## src/shared/hwa_pkg.sv

```systemverilog
// Purpose: shared constants and decoding for the hardware monitor alert block
// Assumes: 8-bit register port fed by the serial bus engine, one clock
// Notes:   status bits are kept as one flat 24-bit vector, 8 bits per register
// ****************************************************************************
// Overview of operation
// - reading outside or equal to its low/high limit sets its status bit
// - status read clears only bits whose cause has gone away
// - status registers ignore writes, zero on reset and soft init
// - fault on an enabled remote diode sets its fault status bit while running
// - enabled diode fault forces 80h reading, setting zone temperature bit
// - zone reading of 80h drives that zone's fans to full speed
// - disabled diode fault loads 00h and sets no fault bit
// - alert pin acts as interrupt only while configuration bit 1 is set
// - alert may go active only while special function bit 2 is set
// - temperature bits reach the alert only with enable bit 5 set
// - voltage bits in all status registers reach alert with bit 3
// - fan tachometer bits reach the alert only with enable bit 0
// - active-low alert held low while any enabled status bit is set
// - diode fault bits never assert the alert themselves
// - host may release the alert with an alert response read
// - alert never active while monitoring is stopped or in low power
// - start bit zero enters low power; bit 0 picks sleep or shutdown
// - low power resets no register and runs all fans at full duty
// - low power halts conversions; register access keeps working
// - supply codes are 8 bits with nominal supply at 192
// - five voltage-id inputs are captured into a readable register
// - alert response acknowledge clears the global alert enable bit
// ****************************************************************************
package hwa_pkg;
  // ********************
  // register map
  // ********************
  localparam logic [7:0] OFF_RUN    = 8'h40;
  localparam logic [7:0] OFF_STAT1  = 8'h41;
  localparam logic [7:0] OFF_STAT2  = 8'h42;
  localparam logic [7:0] OFF_VID    = 8'h43;
  localparam logic [7:0] OFF_LIMIT  = 8'h44;
  localparam logic [7:0] OFF_SF     = 8'h7c;
  localparam logic [7:0] OFF_STAT3  = 8'h7d;
  localparam logic [7:0] OFF_CFG    = 8'h7f;
  localparam logic [7:0] OFF_FTE    = 8'h80;
  localparam logic [7:0] RST_REG    = 8'h00;
  // ********************
  // field positions
  // ********************
  localparam int START_BIT     = 0;
  localparam int SHUTDOWN_SEL  = 0;
  localparam int GLOBAL_EN     = 2;
  localparam int VOLT_EN       = 3;
  localparam int PIN_EN        = 1;
  localparam int SOFT_INIT     = 7;
  localparam int TEMP_EN       = 5;
  localparam int TACH_EN       = 0;
  localparam int FLAT_DIODE    = 9;
  localparam int FLAT_TACH     = 11;
  // ********************
  // channels, codes, masks
  // ********************
  localparam int NUM_CHAN = 11;
  localparam int LIM_AW   = 4;
  localparam logic [3:0] CH_ZONE1 = 4'h0;
  localparam logic [3:0] CH_ZONE2 = 4'h1;
  localparam logic [3:0] CH_ZONE3 = 4'h8;
  localparam logic [7:0] SENSOR_ERR    = 8'h80;
  localparam logic [7:0] DISABLED_CODE = 8'h00;
  localparam logic [7:0] NOMINAL_CODE  = 8'hc0;
  localparam logic [23:0] TEMP_MASK  = 24'h000070;
  localparam logic [23:0] VOLT_MASK  = 24'h03018f;
  localparam logic [23:0] TACH_MASK  = 24'h007800;
  localparam logic [23:0] DIODE_MASK = 24'h000600;

  // channel (sampling order) to flat status bit index
  function automatic logic [4:0] chan_to_flat(input logic [3:0] ch);
    case (ch)
      4'h0:    chan_to_flat = 5'h04;
      4'h1:    chan_to_flat = 5'h05;
      4'h2:    chan_to_flat = 5'h02;
      4'h3:    chan_to_flat = 5'h07;
      4'h4:    chan_to_flat = 5'h03;
      4'h5:    chan_to_flat = 5'h08;
      4'h6:    chan_to_flat = 5'h00;
      4'h7:    chan_to_flat = 5'h01;
      4'h8:    chan_to_flat = 5'h06;
      4'h9:    chan_to_flat = 5'h10;
      default: chan_to_flat = 5'h11;
    endcase
  endfunction : chan_to_flat

  function automatic logic is_temp(input logic [3:0] ch);
    is_temp = (ch == CH_ZONE1) || (ch == CH_ZONE2) || (ch == CH_ZONE3);
  endfunction : is_temp
endpackage : hwa_pkg

```

## src/shared/hwa_lim_if.sv

```systemverilog
// Purpose: carrier between the alert logic and its limit memory
// Assumes: one word per channel, low limit in bits 7:0, high in 15:8
// Notes:   both read ports give registered data one cycle after the address
`timescale 1ns/1ps
interface hwa_lim_if;
  logic                        we;
  logic                        we_hi;
  logic [hwa_pkg::LIM_AW-1:0]  waddr;
  logic [7:0]                  wdata;
  logic [hwa_pkg::LIM_AW-1:0]  caddr;
  logic [15:0]                 cq;
  logic [hwa_pkg::LIM_AW-1:0]  haddr;
  logic [15:0]                 hq;
  modport mem (input we, we_hi, waddr, wdata, caddr, haddr, output cq, hq);
  modport ctl (output we, we_hi, waddr, wdata, caddr, haddr, input cq, hq);
endinterface : hwa_lim_if

```

## src/verilog/hwa_limit_mem.sv

```systemverilog
// Purpose: low/high limit store, one 16-bit word per monitored channel
// Assumes: byte writes select the half by we_hi
// Notes:   contents are not cleared by reset; software programs limits first
`timescale 1ns/1ps
module hwa_limit_mem #(
  parameter int DEPTH = hwa_pkg::NUM_CHAN
) (
  input  wire logic  CLK_SYS,
  hwa_lim_if.mem     lim
);
  logic [15:0] mem [DEPTH];

  always_ff @(posedge CLK_SYS) begin
    if (lim.we && (int'(lim.waddr) < DEPTH)) begin
      if (lim.we_hi) begin
        mem[lim.waddr][15:8] <= lim.wdata;
      end else begin
        mem[lim.waddr][7:0] <= lim.wdata;
      end
    end
    lim.cq <= mem[lim.caddr];
    lim.hq <= mem[lim.haddr];
  end
endmodule : hwa_limit_mem

```

## src/verilog/hwa_alert_top.sv

```systemverilog
// Purpose: status latching, alert gating, low power and reading path
// Assumes: register port driven by the serial bus engine on CLK_SYS
// Notes:   register reads answer two cycles after REG_RD
`timescale 1ns/1ps
module hwa_alert_top #(
  parameter int NUM_FANS = 3
) (
  input  wire logic                  CLK_SYS,
  input  wire logic                  RST,
  input  wire logic [7:0]            REG_ADDR,
  input  wire logic                  REG_WR,
  input  wire logic                  REG_RD,
  input  wire logic [7:0]            REG_WDATA,
  output      logic [7:0]            REG_RDATA,
  output      logic                  REG_RVALID,
  input  wire logic                  CONV_VALID,
  input  wire logic [3:0]            CONV_CHAN,
  input  wire logic [9:0]            CONV_DATA,
  input  wire logic [1:0]            DIODE_FAULT,
  input  wire logic [1:0]            DIODE_EN,
  input  wire logic [3:0]            TACH_ERR,
  input  wire logic [4:0]            CPU_VOLTAGE_CODE_INPUTS,
  input  wire logic [2*NUM_FANS-1:0] FAN_ZONE,
  input  wire logic                  ARA_ACK,
  output      logic                  ALERT_N,
  output      logic                  READING_VALID,
  output      logic [3:0]            READING_CHAN,
  output      logic [7:0]            READING_DATA,
  output      logic [NUM_FANS-1:0]   FAN_FULL,
  output      logic                  CONV_HALT,
  output      logic                  BIAS_OFF
);
  // ****************************************************************
  // state
  // ****************************************************************
  typedef struct packed {
    logic [7:0]          run;
    logic [7:0]          sf;
    logic [7:0]          cfg;
    logic [7:0]          fte;
    logic [4:0]          vid;
    logic [4:0]          vid_m;
    logic [4:0]          vid_s;
    logic [1:0]          fault_m;
    logic [1:0]          fault_s;
    logic [23:0]         status;
    logic [23:0]         active;
    logic [2:0]          zone_err;
    logic                c_valid;
    logic [3:0]          c_chan;
    logic [7:0]          c_code;
    logic                rd_pend;
    logic                rd_mem;
    logic                rd_hi;
    logic [7:0]          rd_local;
    logic                rvalid;
    logic [7:0]          rdata;
    logic                rv;
    logic [3:0]          r_chan;
    logic [7:0]          r_data;
    logic [NUM_FANS-1:0] fan_full;
    logic                halt;
    logic                bias_off;
    logic                alert_n;
  } hwa_state_t;

  hwa_state_t  st;
  hwa_state_t  next_st;
  logic        running;
  logic [23:0] act;
  logic [23:0] set;
  logic [23:0] clr;
  logic [23:0] en_mask;
  logic        cmp_hit;
  logic [4:0]  cmp_idx;
  logic [7:0]  lim_off;

  hwa_lim_if lim ();

  hwa_limit_mem #(
    .DEPTH (hwa_pkg::NUM_CHAN)
  ) u_lim (
    .CLK_SYS (CLK_SYS),
    .lim     (lim)
  );

  // ****************************************************************
  // helpers
  // ****************************************************************
  // round the 10-bit converter fraction to 8 bits, saturating at top
  function automatic logic [7:0] scale_volt(input logic [9:0] raw);
    logic [10:0] sum;
    sum = {1'b0, raw} + 11'h002;
    scale_volt = sum[10] ? 8'hff : sum[9:2];
  endfunction : scale_volt

  // equality with a limit counts as a violation
  function automatic logic out_of_limit(input logic [7:0] code,
                                        input logic [15:0] lim_w,
                                        input logic        sgn);
    if (sgn) begin
      out_of_limit = ($signed(code) <= $signed(lim_w[7:0])) ||
                     ($signed(code) >= $signed(lim_w[15:8]));
    end else begin
      out_of_limit = (code <= lim_w[7:0]) || (code >= lim_w[15:8]);
    end
  endfunction : out_of_limit

  assign running   = st.run[hwa_pkg::START_BIT];
  assign lim_off   = REG_ADDR - hwa_pkg::OFF_LIMIT;
  assign lim.we    = REG_WR && (REG_ADDR >= hwa_pkg::OFF_LIMIT) &&
                     (lim_off < 8'(2 * hwa_pkg::NUM_CHAN));
  assign lim.we_hi = lim_off[0];
  assign lim.waddr = lim_off[4:1];
  assign lim.wdata = REG_WDATA;
  assign lim.haddr = lim_off[4:1];
  assign lim.caddr = CONV_CHAN;
  assign cmp_idx   = hwa_pkg::chan_to_flat(st.c_chan);
  assign cmp_hit   = st.c_valid &&
                     out_of_limit(st.c_code, lim.cq,
                                  hwa_pkg::is_temp(st.c_chan));

  // ****************************************************************
  // next state
  // ****************************************************************
  always_comb begin
    next_st = st;
    act     = st.active;
    set     = '0;
    clr     = '0;
    // fault pins cross in through two flops, voltage-id pins through three, before anything looks at them
    next_st.fault_m = DIODE_FAULT;
    next_st.fault_s = st.fault_m;
    next_st.vid_m   = CPU_VOLTAGE_CODE_INPUTS;
    next_st.vid_s   = st.vid_m;
    next_st.vid     = st.vid_s;

    // register writes; status offsets have no write decode at all
    if (REG_WR) begin
      if (REG_ADDR == hwa_pkg::OFF_RUN) begin
        next_st.run = REG_WDATA;
      end else if (REG_ADDR == hwa_pkg::OFF_SF) begin
        next_st.sf = REG_WDATA;
      end else if (REG_ADDR == hwa_pkg::OFF_CFG) begin
        next_st.cfg = REG_WDATA;
      end else if (REG_ADDR == hwa_pkg::OFF_FTE) begin
        next_st.fte = REG_WDATA;
      end
    end
    // acknowledge of the alert response address drops the global enable
    if (ARA_ACK && !st.alert_n) begin
      next_st.sf[hwa_pkg::GLOBAL_EN] = 1'b0;
    end

    // conversion result: substitute diode fault codes, scale supplies
    next_st.c_valid = CONV_VALID && running &&
                      (int'(CONV_CHAN) < hwa_pkg::NUM_CHAN);
    next_st.c_chan  = CONV_CHAN;
    if (CONV_CHAN == hwa_pkg::CH_ZONE1 && st.fault_s[0]) begin
      next_st.c_code = DIODE_EN[0] ? hwa_pkg::SENSOR_ERR
                                   : hwa_pkg::DISABLED_CODE;
    end else if (CONV_CHAN == hwa_pkg::CH_ZONE3 && st.fault_s[1]) begin
      next_st.c_code = DIODE_EN[1] ? hwa_pkg::SENSOR_ERR
                                   : hwa_pkg::DISABLED_CODE;
    end else if (hwa_pkg::is_temp(CONV_CHAN)) begin
      next_st.c_code = CONV_DATA[7:0];
    end else begin
      next_st.c_code = scale_volt(CONV_DATA);
    end

    // limit comparison one cycle later, when the limit word is out
    next_st.rv     = st.c_valid;
    next_st.r_chan = st.c_chan;
    next_st.r_data = st.c_code;
    if (st.c_valid) begin
      act[cmp_idx] = cmp_hit;
      set[cmp_idx] = cmp_hit;
      if (st.c_chan == hwa_pkg::CH_ZONE1) begin
        next_st.zone_err[0] = (st.c_code == hwa_pkg::SENSOR_ERR);
      end
      if (st.c_chan == hwa_pkg::CH_ZONE2) begin
        next_st.zone_err[1] = (st.c_code == hwa_pkg::SENSOR_ERR);
      end
      if (st.c_chan == hwa_pkg::CH_ZONE3) begin
        next_st.zone_err[2] = (st.c_code == hwa_pkg::SENSOR_ERR);
      end
    end

    // diode faults and tach errors are level sources
    for (int i = 0; i < 2; i++) begin
      act[hwa_pkg::FLAT_DIODE+i] = st.fault_s[i] && DIODE_EN[i];
      set[hwa_pkg::FLAT_DIODE+i] = act[hwa_pkg::FLAT_DIODE+i] &&
                                   running;
    end
    act[hwa_pkg::FLAT_TACH +: 4] = TACH_ERR;
    set[hwa_pkg::FLAT_TACH +: 4] = running ? TACH_ERR : 4'h0;
    next_st.active = act;

    // clear on read, only where the cause is gone; a new set wins
    if (REG_RD) begin
      if (REG_ADDR == hwa_pkg::OFF_STAT1) begin
        clr[7:0] = 8'hff;
      end else if (REG_ADDR == hwa_pkg::OFF_STAT2) begin
        clr[15:8] = 8'hff;
      end else if (REG_ADDR == hwa_pkg::OFF_STAT3) begin
        clr[23:16] = 8'hff;
      end
    end
    next_st.status = (st.status & ~(clr & ~act)) | set;

    // read path, two cycles: capture, then present
    next_st.rd_pend = REG_RD;
    next_st.rd_mem  = lim.we || (REG_RD && (REG_ADDR >= hwa_pkg::OFF_LIMIT)
                      && (lim_off < 8'(2 * hwa_pkg::NUM_CHAN)));
    next_st.rd_hi   = lim_off[0];
    if (REG_ADDR == hwa_pkg::OFF_RUN) begin
      next_st.rd_local = st.run;
    end else if (REG_ADDR == hwa_pkg::OFF_STAT1) begin
      next_st.rd_local = st.status[7:0];
    end else if (REG_ADDR == hwa_pkg::OFF_STAT2) begin
      next_st.rd_local = st.status[15:8];
    end else if (REG_ADDR == hwa_pkg::OFF_VID) begin
      next_st.rd_local = {3'h0, st.vid};
    end else if (REG_ADDR == hwa_pkg::OFF_SF) begin
      next_st.rd_local = st.sf;
    end else if (REG_ADDR == hwa_pkg::OFF_STAT3) begin
      next_st.rd_local = st.status[23:16];
    end else if (REG_ADDR == hwa_pkg::OFF_CFG) begin
      next_st.rd_local = st.cfg;
    end else if (REG_ADDR == hwa_pkg::OFF_FTE) begin
      next_st.rd_local = st.fte;
    end else begin
      next_st.rd_local = 8'h00;
    end
    next_st.rvalid = st.rd_pend;
    if (!st.rd_pend) begin
      next_st.rdata = 8'h00;
    end else if (st.rd_mem) begin
      next_st.rdata = st.rd_hi ? lim.hq[15:8] : lim.hq[7:0];
    end else begin
      next_st.rdata = st.rd_local;
    end

    // alert: per-class enables, diode faults never in the mask
    en_mask = (st.fte[hwa_pkg::TEMP_EN] ? hwa_pkg::TEMP_MASK : 24'h0) |
              (st.sf[hwa_pkg::VOLT_EN]  ? hwa_pkg::VOLT_MASK : 24'h0) |
              (st.fte[hwa_pkg::TACH_EN] ? hwa_pkg::TACH_MASK : 24'h0);
    next_st.alert_n = !((|(st.status & en_mask)) &&
                        st.cfg[hwa_pkg::PIN_EN] &&
                        st.sf[hwa_pkg::GLOBAL_EN] &&
                        running);

    // low power: fans to full, converter held, no register touched
    for (int f = 0; f < NUM_FANS; f++) begin
      next_st.fan_full[f] = !running ||
        (FAN_ZONE[2*f +: 2] != 2'h0 &&
         st.zone_err[FAN_ZONE[2*f +: 2] - 2'h1]);
    end
    next_st.halt     = !running;
    next_st.bias_off = !running && st.sf[hwa_pkg::SHUTDOWN_SEL];

    // soft init: self-clearing, resets every register but readings, limits and the voltage-id capture
    if (st.cfg[hwa_pkg::SOFT_INIT]) begin
      next_st.run    = hwa_pkg::RST_REG;
      next_st.sf     = hwa_pkg::RST_REG;
      next_st.cfg    = hwa_pkg::RST_REG;
      next_st.fte    = hwa_pkg::RST_REG;
      next_st.status = 24'h0;
      next_st.active = 24'h0;
    end
  end

  always_ff @(posedge CLK_SYS) begin
    if (RST) begin
      st          <= '0;
      st.alert_n  <= 1'b1;
      st.fan_full <= '1;
      st.halt     <= 1'b1;
    end else begin
      st <= next_st;
    end
  end

  assign REG_RDATA     = st.rdata;
  assign REG_RVALID    = st.rvalid;
  assign ALERT_N       = st.alert_n;
  assign READING_VALID = st.rv;
  assign READING_CHAN  = st.r_chan;
  assign READING_DATA  = st.r_data;
  assign FAN_FULL      = st.fan_full;
  assign CONV_HALT     = st.halt;
  assign BIAS_OFF      = st.bias_off;
endmodule : hwa_alert_top

```

## config.mk

```make
export PLATFORM = sky130hd
export DESIGN_NAME = hwa_alert_top
export DESIGN_NICKNAME = d
export VERILOG_FILES = /design/src/shared/hwa_pkg.sv /design/src/shared/hwa_lim_if.sv /design/src/verilog/hwa_limit_mem.sv /design/src/verilog/hwa_alert_top.sv
export SDC_FILE = /design/constraint.sdc
export NUM_CORES = 1
export LEC_CHECK = 0
export BUFFER_PORTS_ARGS = -buffer_cell sky130_fd_sc_hd__buf_2
export CAP_MARGIN = 5
export CORE_MARGIN = 2
export CORE_UTILIZATION = 46
export DETAILED_ROUTE_END_ITERATION = 12
export GPL_ROUTABILITY_DRIVEN = 0
export PLACE_DENSITY = 0.71
export SYNTH_ARGS = -nofsm -noshare
export SYNTH_HDL_FRONTEND = slang
export SYNTH_SLANG_ARGS = --single-unit
```

## constraint.sdc

```tcl
create_clock -name CLK_SYS -period 11.19 [get_ports CLK_SYS]
set_input_delay 2.238 -clock CLK_SYS [delete_from_list [all_inputs] [get_ports CLK_SYS]]
set_output_delay 2.238 -clock CLK_SYS [all_outputs]
set_load 0.02 [all_outputs]
```

==> results of run 1 <==
==> cells by family (layout without fill, tap and decap cells) <==
logic type / after synthesis / after routing
muxes: 176 / 176
adders and majority gates: 27 / 27
AOI/OAI and AO/OA: 292 / 292
xor gates and xnor gates: 7 / 7
and+or+nand+nor: 350 / 350
buffers and inverters: 151 / 205
DFF: 361 / 361
==> routing by layer <==
| layer | GRT usage, % | up-vias |
|---|---|---|
| li1 | - | 5118 |
| met1 | 31.4 | 5601 |
| met2 | 36.7 | 624 |
| met3 | 4.24 | 69 |
| met4 | 5.92 | 2 |
| met5 | 0 | - |
==> power groups by stage <==
| stage | combinational [W] | sequential, W | clock (W) |
|---|---|---|---|
| after floorplan | 0.000174 | 0.00145 | 0 |
| after global placement | 0.000253 | 0.00146 | 0 |
| after detailed placement | 0.000256 | 0.00146 | 0 |
| after CTS | 0.000258 | 0.00143 | 0.00130 |
| after global routing | 0.000279 | 0.00143 | 0.00136 |
| final | 0.000260 | 0.00143 | 0.00128 |
==> placed cells by master (no fill, tap or decap), drive strengths merged, types with 6 or more instances in the layout <==
cell type  instances
ha                27
dfxtp            185
clkinv            13
and2               6
nor2              98
a21oi             46
nor4              14
edfxtp           176
a2111oi           18
a21o               6
inv               38
nor3              17
nand2            109
nor2b             47
o21ai            120
nand3             21
mux4              64
clkbuf            47
o211ai            28
o2bb2ai            7
a21boi            18
a211oi            20
mux2i            111
and4               6
buf              101
==> worst max-delay path, delay by kind of cell <==
family | cells | cell delay (ns)
buffers and inverters | 4 | 1.29
AND/OR/NAND/NOR | 2 | 1.18
AO/OA/AOI/OAI | 3 | 0.99
adder cells (fa/ha/maj) | 1 | 1.06
==> flip-flops by register name, indices dropped and copies added, names as in the netlist, 3 cells and up <==
register and count:
next_st 26, cmp_idx 5, u_lim.lim.hq 16, REG_RDATA 8
u_lim.lim.cq 16, st 93, u_lim.mem 176, READING_DATA 8
READING_CHAN 4, FAN_FULL 3
==> per-stage QoR <==
step	instances	util [%]	hold WS, ns	area (um^2)	worst slack [ns]
floorplan	1364	-	0.383	16200	5.47
global placement	1805	48.4	0.416	16800	4.20
detailed placement	1805	48.4	0.425	16800	4.05
CTS	1873	52.1	0.449	18000	4.58
global route	1873	52.1	0.460	18000	4.29
finish	1873	52.1	0.443	18000	4.49
==> worst min path at each step <==
stage | from | end | slack (ns) | cells after the start
floorplan | st[140] | ALERT_N | 0.38 | 1
finish | next_st[121] | st[121] | 0.44 | 1
global route | next_st[119] | st[119] | 0.46 | 1
global placement | next_st[111] | next_st[121] | 0.42 | 1
detailed placement | next_st[118] | st[118] | 0.42 | 1
CTS | next_st[121] | st[121] | 0.45 | 1
==> final cells by class <==
| type | instances | area [um^2] | share of cell area, % |
|---|---|---|---|
| timing repair buffer | 101 | 558 | 3.09 |
| clock buffer | 47 | 1040 | 5.74 |
| multi-input combinational | 852 | 6520 | 36.1 |
| tap | 455 | 569 | 3.15 |
| inverter | 36 | 135 | 0.749 |
| clock inverter | 21 | 244 | 1.35 |
| sequential | 361 | 8990 | 49.8 |
==> out/qor.csv, run 1 <==
stage,metric,value,unit
clocking,clock buffer count from CTS,38,
grt,initial antenna violation count,1,
cells_and_area,Area Growth Syn to Fin,11.4,%
grt,GR Util All Layers,22.6,%
sta,Hold Fails Final Rpt,0,
clocking,number of H-tree levels,2,
sta,Final Skew,0.0210,ns
critical_path,worst reg-to-reg setup slack,8.45,ns
floorplanning,die height,192,um
synthesis,Post-Synth XOR/XNOR Area,0.378,%
synthesis,sequential area share after synthesis,55.5,%
sta,post-route setup TNS,0,ns
sta,fin crit period,6.70,ns
critical_path,CP endpoint,u_lim.mem[8][10],
grt,vias in the first global route,10700,
cells_and_area,fin nets,1472,
pwr,Net Sw Frac,23.3,%
route,Routed WL per cell,22.4,um
clocking,post-CTS sizing,0,
route,met2 routed WL,19400,um
synthesis,simple logic cell fraction of the synthesized area,10.5,%
sta,worst relative slew slack,22.6,%
floorplanning,Starting Density,46.8,%
synthesis,Ys Warns,0,
synthesis,Yosys reg bits,361,
clocking,CTS tree,yes,
sta,RSZ-0062 raised after global routing,false,
pwr,Clk pwr share,43.2,%
synthesis,Mapped Cells,1364,
clocking,CTS root buf,clkbuf_16,
critical_path,startpoint types,input pin,
critical_path,crit path from,REG_ADDR[2],
grt,first-pass GRT wire length,62900,um
critical_path,"Max stage delay cell, worst path",ha_1,
floorplanning,die width,192,um
sta,worst-margin pin slew,1.15,ns
cells_and_area,n_diodes,0,
synthesis,"count leader, synth",dfxtp_1,
synthesis,largest family of logic cells by synthesized area,multiplexers,
floorplanning,Ports,83,
critical_path,max incr delay on CP,1.06,ns
floorplanning,# rows,68,
pwr,PwrDens,165,nW/um^2
synthesis,Synth area leaders,"edfxtp_1 33%, dfxtp_1 23%, mux4_2 8.9%, mux2i_1 6.9%, o21ai_0 3.7%",
route,met1 WL,17600,um
synthesis,"area leader, netlist",edfxtp_1,
sta,Max Freq,149,MHz
synthesis,mean cell area of the mapped netlist,11.9,um^2
synthesis,synth unique cells,61,
critical_path,worst path cell trace,"buf_2, buf_4, inv_1, ha_1, a21boi_2, nor4b_1, o22ai_1, a311o_1, buf_4, nor3_1",
synthesis,post-synth top area share,32.6,%
critical_path,r2r worst-path depth,4,
floorplanning,die area,36700,um^2
job,max cap viols,0,
synthesis,mux cell area share after synthesis,15.8,%
pwr,total power,0.00297,W
grt,largest net degree at the start of global routing,82,
synthesis,Post-Syn Area,16200,um^2
clocking,Post-CTS Setup Inserts,0,
pwr,VDD IR-drop max,0.000143,V
grt,total gr overflow,0,
clocking,Worst-path clk slew,0.06,ns
route,DRC,0,
synthesis,Post-synth top cells,"185 x dfxtp_1, 176 x edfxtp_1, 120 x o21ai_0",
pwr,Leak,6.70,nW
sta,Final Cycle Share,59.9,%
synthesis,number of enable flip-flop cells after synthesis,176,
pwr,Internal Dissipation,0.00228,W
sta,count of final setup violators,0,
cells_and_area,layout cells sized above 1,16.1,%
synthesis,area share of fa/ha/maj cells after synthesis,2.09,%
route,via count of the routed design,11400,
route,drt via density,6.09,
floorplanning,Core Region,34600,um^2
placement,final HPWL from detailed placement,27700,um
route,antenna-violating nets left,0,
route,met3 WL post-DR,3930,um
clocking,Post-CTS Hold Fix Bufs,0,
route,Pre-Repair DR Iteration Count,5,
critical_path,reg2reg start,next_st[17],
critical_path,Crit Path Class,input pin to flop,
route,highest routed metal layer,met5,
clocking,worst skew pair latency,0.54,ns
pwr,combinational share of power,8.7,%
critical_path,Most common cell on crit path,buf_4,
pwr,NetSw,0.000693,W
route,DR iter-0 viols,1372,
synthesis,Post-Syn Nets,1446,
synthesis,"FFs w/ async S/R, synth",0,%
placement,I/O Buffers,82,
route,drt total wl,42000,um
critical_path,crit path DAT,6.84,ns
critical_path,RR Endpoint,st[55],
critical_path,Critical Path RT,11.33,ns
critical_path,crit-path max FO,81,
clocking,CTS Buffer Depth,3,
cells_and_area,filler instances,2940,
hold_path,Min-Delay Path Class,flop to flop,
synthesis,Compound-Gate Fraction of Synth Area,11.4,%
critical_path,Critical Path End Type,flop,
sta,final slew viol count,0,
synthesis,ys flop type,dfxtp_1,
clocking,clock sinks,361,
status,status,finished clean,
pwr,Reg power frac,48.0,%
Power figures use the tool's default switching activity.
==> run 2, diff against run 1 <==
Settings changed: PLACE_DENSITY 0.71 to 0.73.
Clock period 11.19 ns to 5.7 ns, I/O delays scaled along.
==> out/qor.csv, run 2 (same netlist as run 1, synthesis figures left out) <==
stage,metric,value,unit
status,status,finished clean,
sta,post-route setup TNS,0,ns
route,Pre-Repair DR Iteration Count,5,
sta,count of final setup violators,0,
sta,worst relative slew slack,16.3,%
clocking,CTS Buffer Depth,3,
cells_and_area,most frequent cells in the layout,"185 x dfxtp_1, 176 x edfxtp_1, 120 x o21ai_0, 111 x mux2i_1, 109 x nand2_1",
placement,I/O Buffers,82,
clocking,Post-CTS Setup Inserts,0,
pwr,PwrDens,327,nW/um^2
sta,fin crit period,4.39,ns
critical_path,CP Buf/Inv Count,4,
clocking,CTS root buf,clkbuf_16,
grt,largest net degree at the start of global routing,55,
clocking,number of H-tree levels,2,
sta,Final Cycle Share,77.0,%
route,DRC,0,
route,DR iter-0 viols,1326,
critical_path,crit-path max FO,22,
pwr,Leak,6.72,nW
route,Routed WL per cell,22.7,um
clocking,Post-CTS Hold Fix Bufs,0,
critical_path,Critical Path RT,5.84,ns
floorplanning,die width,192,um
sta,Max Freq,228,MHz
floorplanning,Core Region,34600,um^2
critical_path,Critical Path End Type,flop,
placement,final HPWL from detailed placement,28200,um
pwr,VDD IR-drop max,0.000277,V
cells_and_area,n_diodes,0,
cells_and_area,Final Non-Filler Cells,1872,
clocking,post-CTS sizing,0,
sta,worst-margin pin slew,1.25,ns
floorplanning,Ports,83,
critical_path,max incr delay on CP,1.01,ns
critical_path,Most common cell on crit path,buf_4,
critical_path,Crit Path Class,input pin to flop,
cells_and_area,filler instances,2890,
cells_and_area,layout cells sized above 1,16.4,%
critical_path,worst path cell trace,"buf_2, inv_1, ha_1, buf_4, a21boi_2, nor4b_1, o22ai_1, a311o_1, buf_4, nor3_1",
route,drt total wl,42500,um
cells_and_area,fin util,52.2,%
clocking,worst skew pair latency,0.54,ns
cells_and_area,max FFs per register,176,
cells_and_area,"commonest non-fill, non-tap cell in the layout",dfxtp_1,
sta,final slew viol count,0,
grt,GR Util All Layers,23.1,%
grt,initial antenna violation count,1,
sta,RSZ-0062 raised after global routing,false,
grt,first-pass GRT wire length,64600,um
clocking,clock sinks,361,
cells_and_area,fin nets,1471,
grt,total gr overflow,0,
route,antenna-violating nets left,0,
cells_and_area,Area Growth Syn to Fin,11.5,%
floorplanning,die height,192,um
placement,placed cells,1805,
critical_path,"Max stage delay cell, worst path",nor3_1,
job,max cap viols,0,
route,drt via density,6.15,
cells_and_area,Largest Register,u_lim.mem,
grt,vias in the first global route,10900,
sta,Final Skew,0.0209,ns
clocking,Worst-path clk slew,0.06,ns
hold_path,Min-Delay Path Class,flop to flop,
critical_path,startpoint types,input pin,
floorplanning,Starting Density,46.8,%
pwr,total power,0.00590,W
critical_path,CP top delay family,simple AND/OR/NAND/NOR gates,
floorplanning,die area,36700,um^2
sta,hold_ws,0.438,ns
clocking,clock buffer count from CTS,37,
route,via count of the routed design,11500,
floorplanning,# rows,68,
sta,Hold Fails Final Rpt,0,
clocking,CTS tree,yes,
critical_path,crit path DAT,4.53,ns
==> run 2: cell types whose count changed in the layout (fill, tap and decap cells not counted), sizes merged <==
cell      change
clkbuf        -1
clkinv        -2
clkinvlp      -1
bufinv        +2
inv           +1
==> run 2: per-layer routing <==
layer  up-vias  GRT usage, %  wire length [um]
li1       5115             -                 -
met1      5652          32.7             17900
met2       649          36.0             19400
met3        97          4.46              4070
met4         2          7.10              1170
met5         -             0                11
==> run 2: path summary, 6_finish.rpt <==
check               startpoint               to  slack [ns]  cells after the start
setup reg to reg   next_st[17]           st[61]        2.98                      4
hold reg to reg   next_st[111]     next_st[121]        0.44                      1
setup / recovery   REG_ADDR[3]  u_lim.mem[9][0]        1.31                     10
hold / removal    next_st[111]     next_st[121]        0.44                      1
==> run 2: metrics by stage <==
| step | instance area [um^2] | setup slack, ns |
|---|---|---|
| global route | 18100 | 1.18 |
| finish | 18100 | 1.31 |
| CTS | 18100 | 1.41 |
| floorplan | 16200 | 1.08 |
| global placement | 16800 | 1.03 |
| detailed placement | 16800 | 0.909 |
==> run 2: worst register-to-register path: cells and delay by family, from the launching register on <==
family	cells	cell delay [ns]
flops	1	0.35
compound gates	3	1.53
simple gates	1	0.68
==> run 2: where the power goes <==
| group | switching, W | internal, W |
|---|---|---|
| registers | 0.0000324 | 0.00277 |
| clock network | 0.00102 | 0.00157 |
| logic | 0.000325 | 0.000180 |
| total | 0.00138 | 0.00452 |
==> run 2: area by class of cell <==
type	count	area, um^2	area share (%)
well taps	455	569	3.15
repair buffers	101	558	3.09
inverters	36	135	0.748
multi-input cells	852	6520	36.1
clock buffers	46	1000	5.53
flip-flops and latches	361	8990	49.7
clock inverters	21	302	1.67
==> run 3, diff against run 2 <==
Settings changed: PLACE_DENSITY 0.73 to 0.71.
Clock period 5.7 ns to 4.15 ns, I/O delays scaled along.
==> out/qor.csv, run 3 (same netlist as run 1, synthesis figures left out) <==
stage,metric,value,unit
critical_path,CP top delay family,buffers and inverters,
pwr,VDD IR-drop max,0.000406,V
status,status,finished clean,
cells_and_area,n_diodes,0,
critical_path,crit path DAT,3.25,ns
pwr,total power,0.00790,W
hold_path,Min-Delay Path Class,flop to flop,
critical_path,Most common cell on crit path,buf_4,
grt,largest net degree at the start of global routing,76,
clocking,Post-CTS Hold Fix Bufs,0,
floorplanning,die area,36700,um^2
sta,final slew viol count,0,
grt,initial antenna violation count,1,
sta,fin crit period,3.00,ns
cells_and_area,max FFs per register,176,
sta,RSZ-0062 raised after global routing,false,
clocking,number of H-tree levels,2,
sta,count of final setup violators,0,
grt,total gr overflow,0,
clocking,CTS root buf,clkbuf_16,
sta,post-route setup TNS,0,ns
cells_and_area,multi-input logic area,6520,um^2
route,drt via density,6.05,
floorplanning,die height,192,um
floorplanning,Ports,83,
sta,Final Worst Setup Slack,1.15,ns
critical_path,worst path cell trace,"buf_2, inv_1, ha_1, o211ai_1, nor4b_1, o22ai_1, a311o_1, buf_4, nor4_1, buf_4",
clocking,worst skew pair latency,0.55,ns
cells_and_area,most frequent cells in the layout,"185 x dfxtp_1, 176 x edfxtp_1, 120 x o21ai_0, 111 x mux2i_1, 109 x nand2_1",
route,DR iter-0 viols,1300,
floorplanning,die width,192,um
clocking,clock sinks,361,
grt,GR Util All Layers,23.4,%
grt,first-pass GRT wire length,64600,um
route,antenna-violating nets left,0,
critical_path,Crit Path Class,input pin to flop,
route,DRC,0,
critical_path,crit-path max FO,23,
placement,final HPWL from detailed placement,28400,um
sta,worst-margin pin slew,1.02,ns
sta,Final Skew,0.0236,ns
clocking,Post-CTS Setup Inserts,0,
placement,pre-CTS setup slack,0.616,ns
cells_and_area,Area Growth Syn to Fin,12.2,%
pwr,Leak,6.81,nW
cells_and_area,filler instances,2902,
cells_and_area,"commonest non-fill, non-tap cell in the layout",dfxtp_1,
sta,Final Cycle Share,72.2,%
critical_path,startpoint types,input pin,
route,drt total wl,42900,um
critical_path,max incr delay on CP,0.37,ns
sta,hold_ws,0.440,ns
clocking,CTS Buffer Depth,3,
route,via count of the routed design,11500,
floorplanning,Core Region,34600,um^2
grt,vias in the first global route,10900,
critical_path,Critical Path RT,4.40,ns
cells_and_area,Reg area,8990,um^2
critical_path,Critical Path End Type,flop,
clocking,post-CTS sizing,0,
clocking,clock buffer count from CTS,38,
critical_path,CP Buf/Inv Count,4,
job,max cap viols,0,
clocking,Worst-path clk slew,0.06,ns
floorplanning,Starting Density,46.8,%
sta,Max Freq,334,MHz
sta,worst relative slew slack,31.7,%
critical_path,"Max stage delay cell, worst path",nor4_1,
placement,I/O Buffers,82,
route,Routed WL per cell,22.6,um
cells_and_area,layout cells sized above 1,17.5,%
sta,Hold Fails Final Rpt,0,
floorplanning,# rows,68,
clocking,CTS tree,yes,
pwr,PwrDens,434,nW/um^2
route,Pre-Repair DR Iteration Count,6,
cells_and_area,fin nets,1496,
cells_and_area,Largest Register,u_lim.mem,
run 3: layer usage:
metal	track usage (%)	part of all wire, %	wire [um]
met1	32.8	43	18400
met2	36.1	45	19200
met3	5.12	9.8	4200
met4	7.84	2.6	1100
met5	0	0	0
run 3: area by class of cell:
type / count / area share (%)
clock buffers: 61 / 6.27
flip-flops and latches: 361 / 49.4
repair buffers: 125 / 4.06
multi-input cells: 852 / 35.8
clock inverters: 8 / 0.523
well taps: 455 / 3.13
inverters: 36 / 0.743
run 3: stage by stage:
step	area, um^2	utilization, %	cells
global route	18200	52.5	1898
CTS	18200	52.5	1898
detailed placement	17000	48.9	1829
finish	18200	52.5	1898
global placement	17000	48.9	1829
floorplan	16200	-	1364
run 3: power breakdown:
group | total, W | switching [W] | internal, W
clock | 0.00334 | 0.00138 | 0.00196
sequential | 0.00385 | 0.0000426 | 0.00381
combinational | 0.000707 | 0.000453 | 0.000254
run 3: path summary, 6_finish.rpt:
| kind | to | slack (ns) | from | cells after the start |
|---|---|---|---|---|
| max | u_lim.mem[6][10] | 1.15 | REG_ADDR[2] | 10 |
| min | next_st[121] | 0.44 | next_st[111] | 1 |
| max reg2reg | st[55] | 1.37 | next_st[13] | 5 |
| min reg2reg | next_st[121] | 0.44 | next_st[111] | 1 |
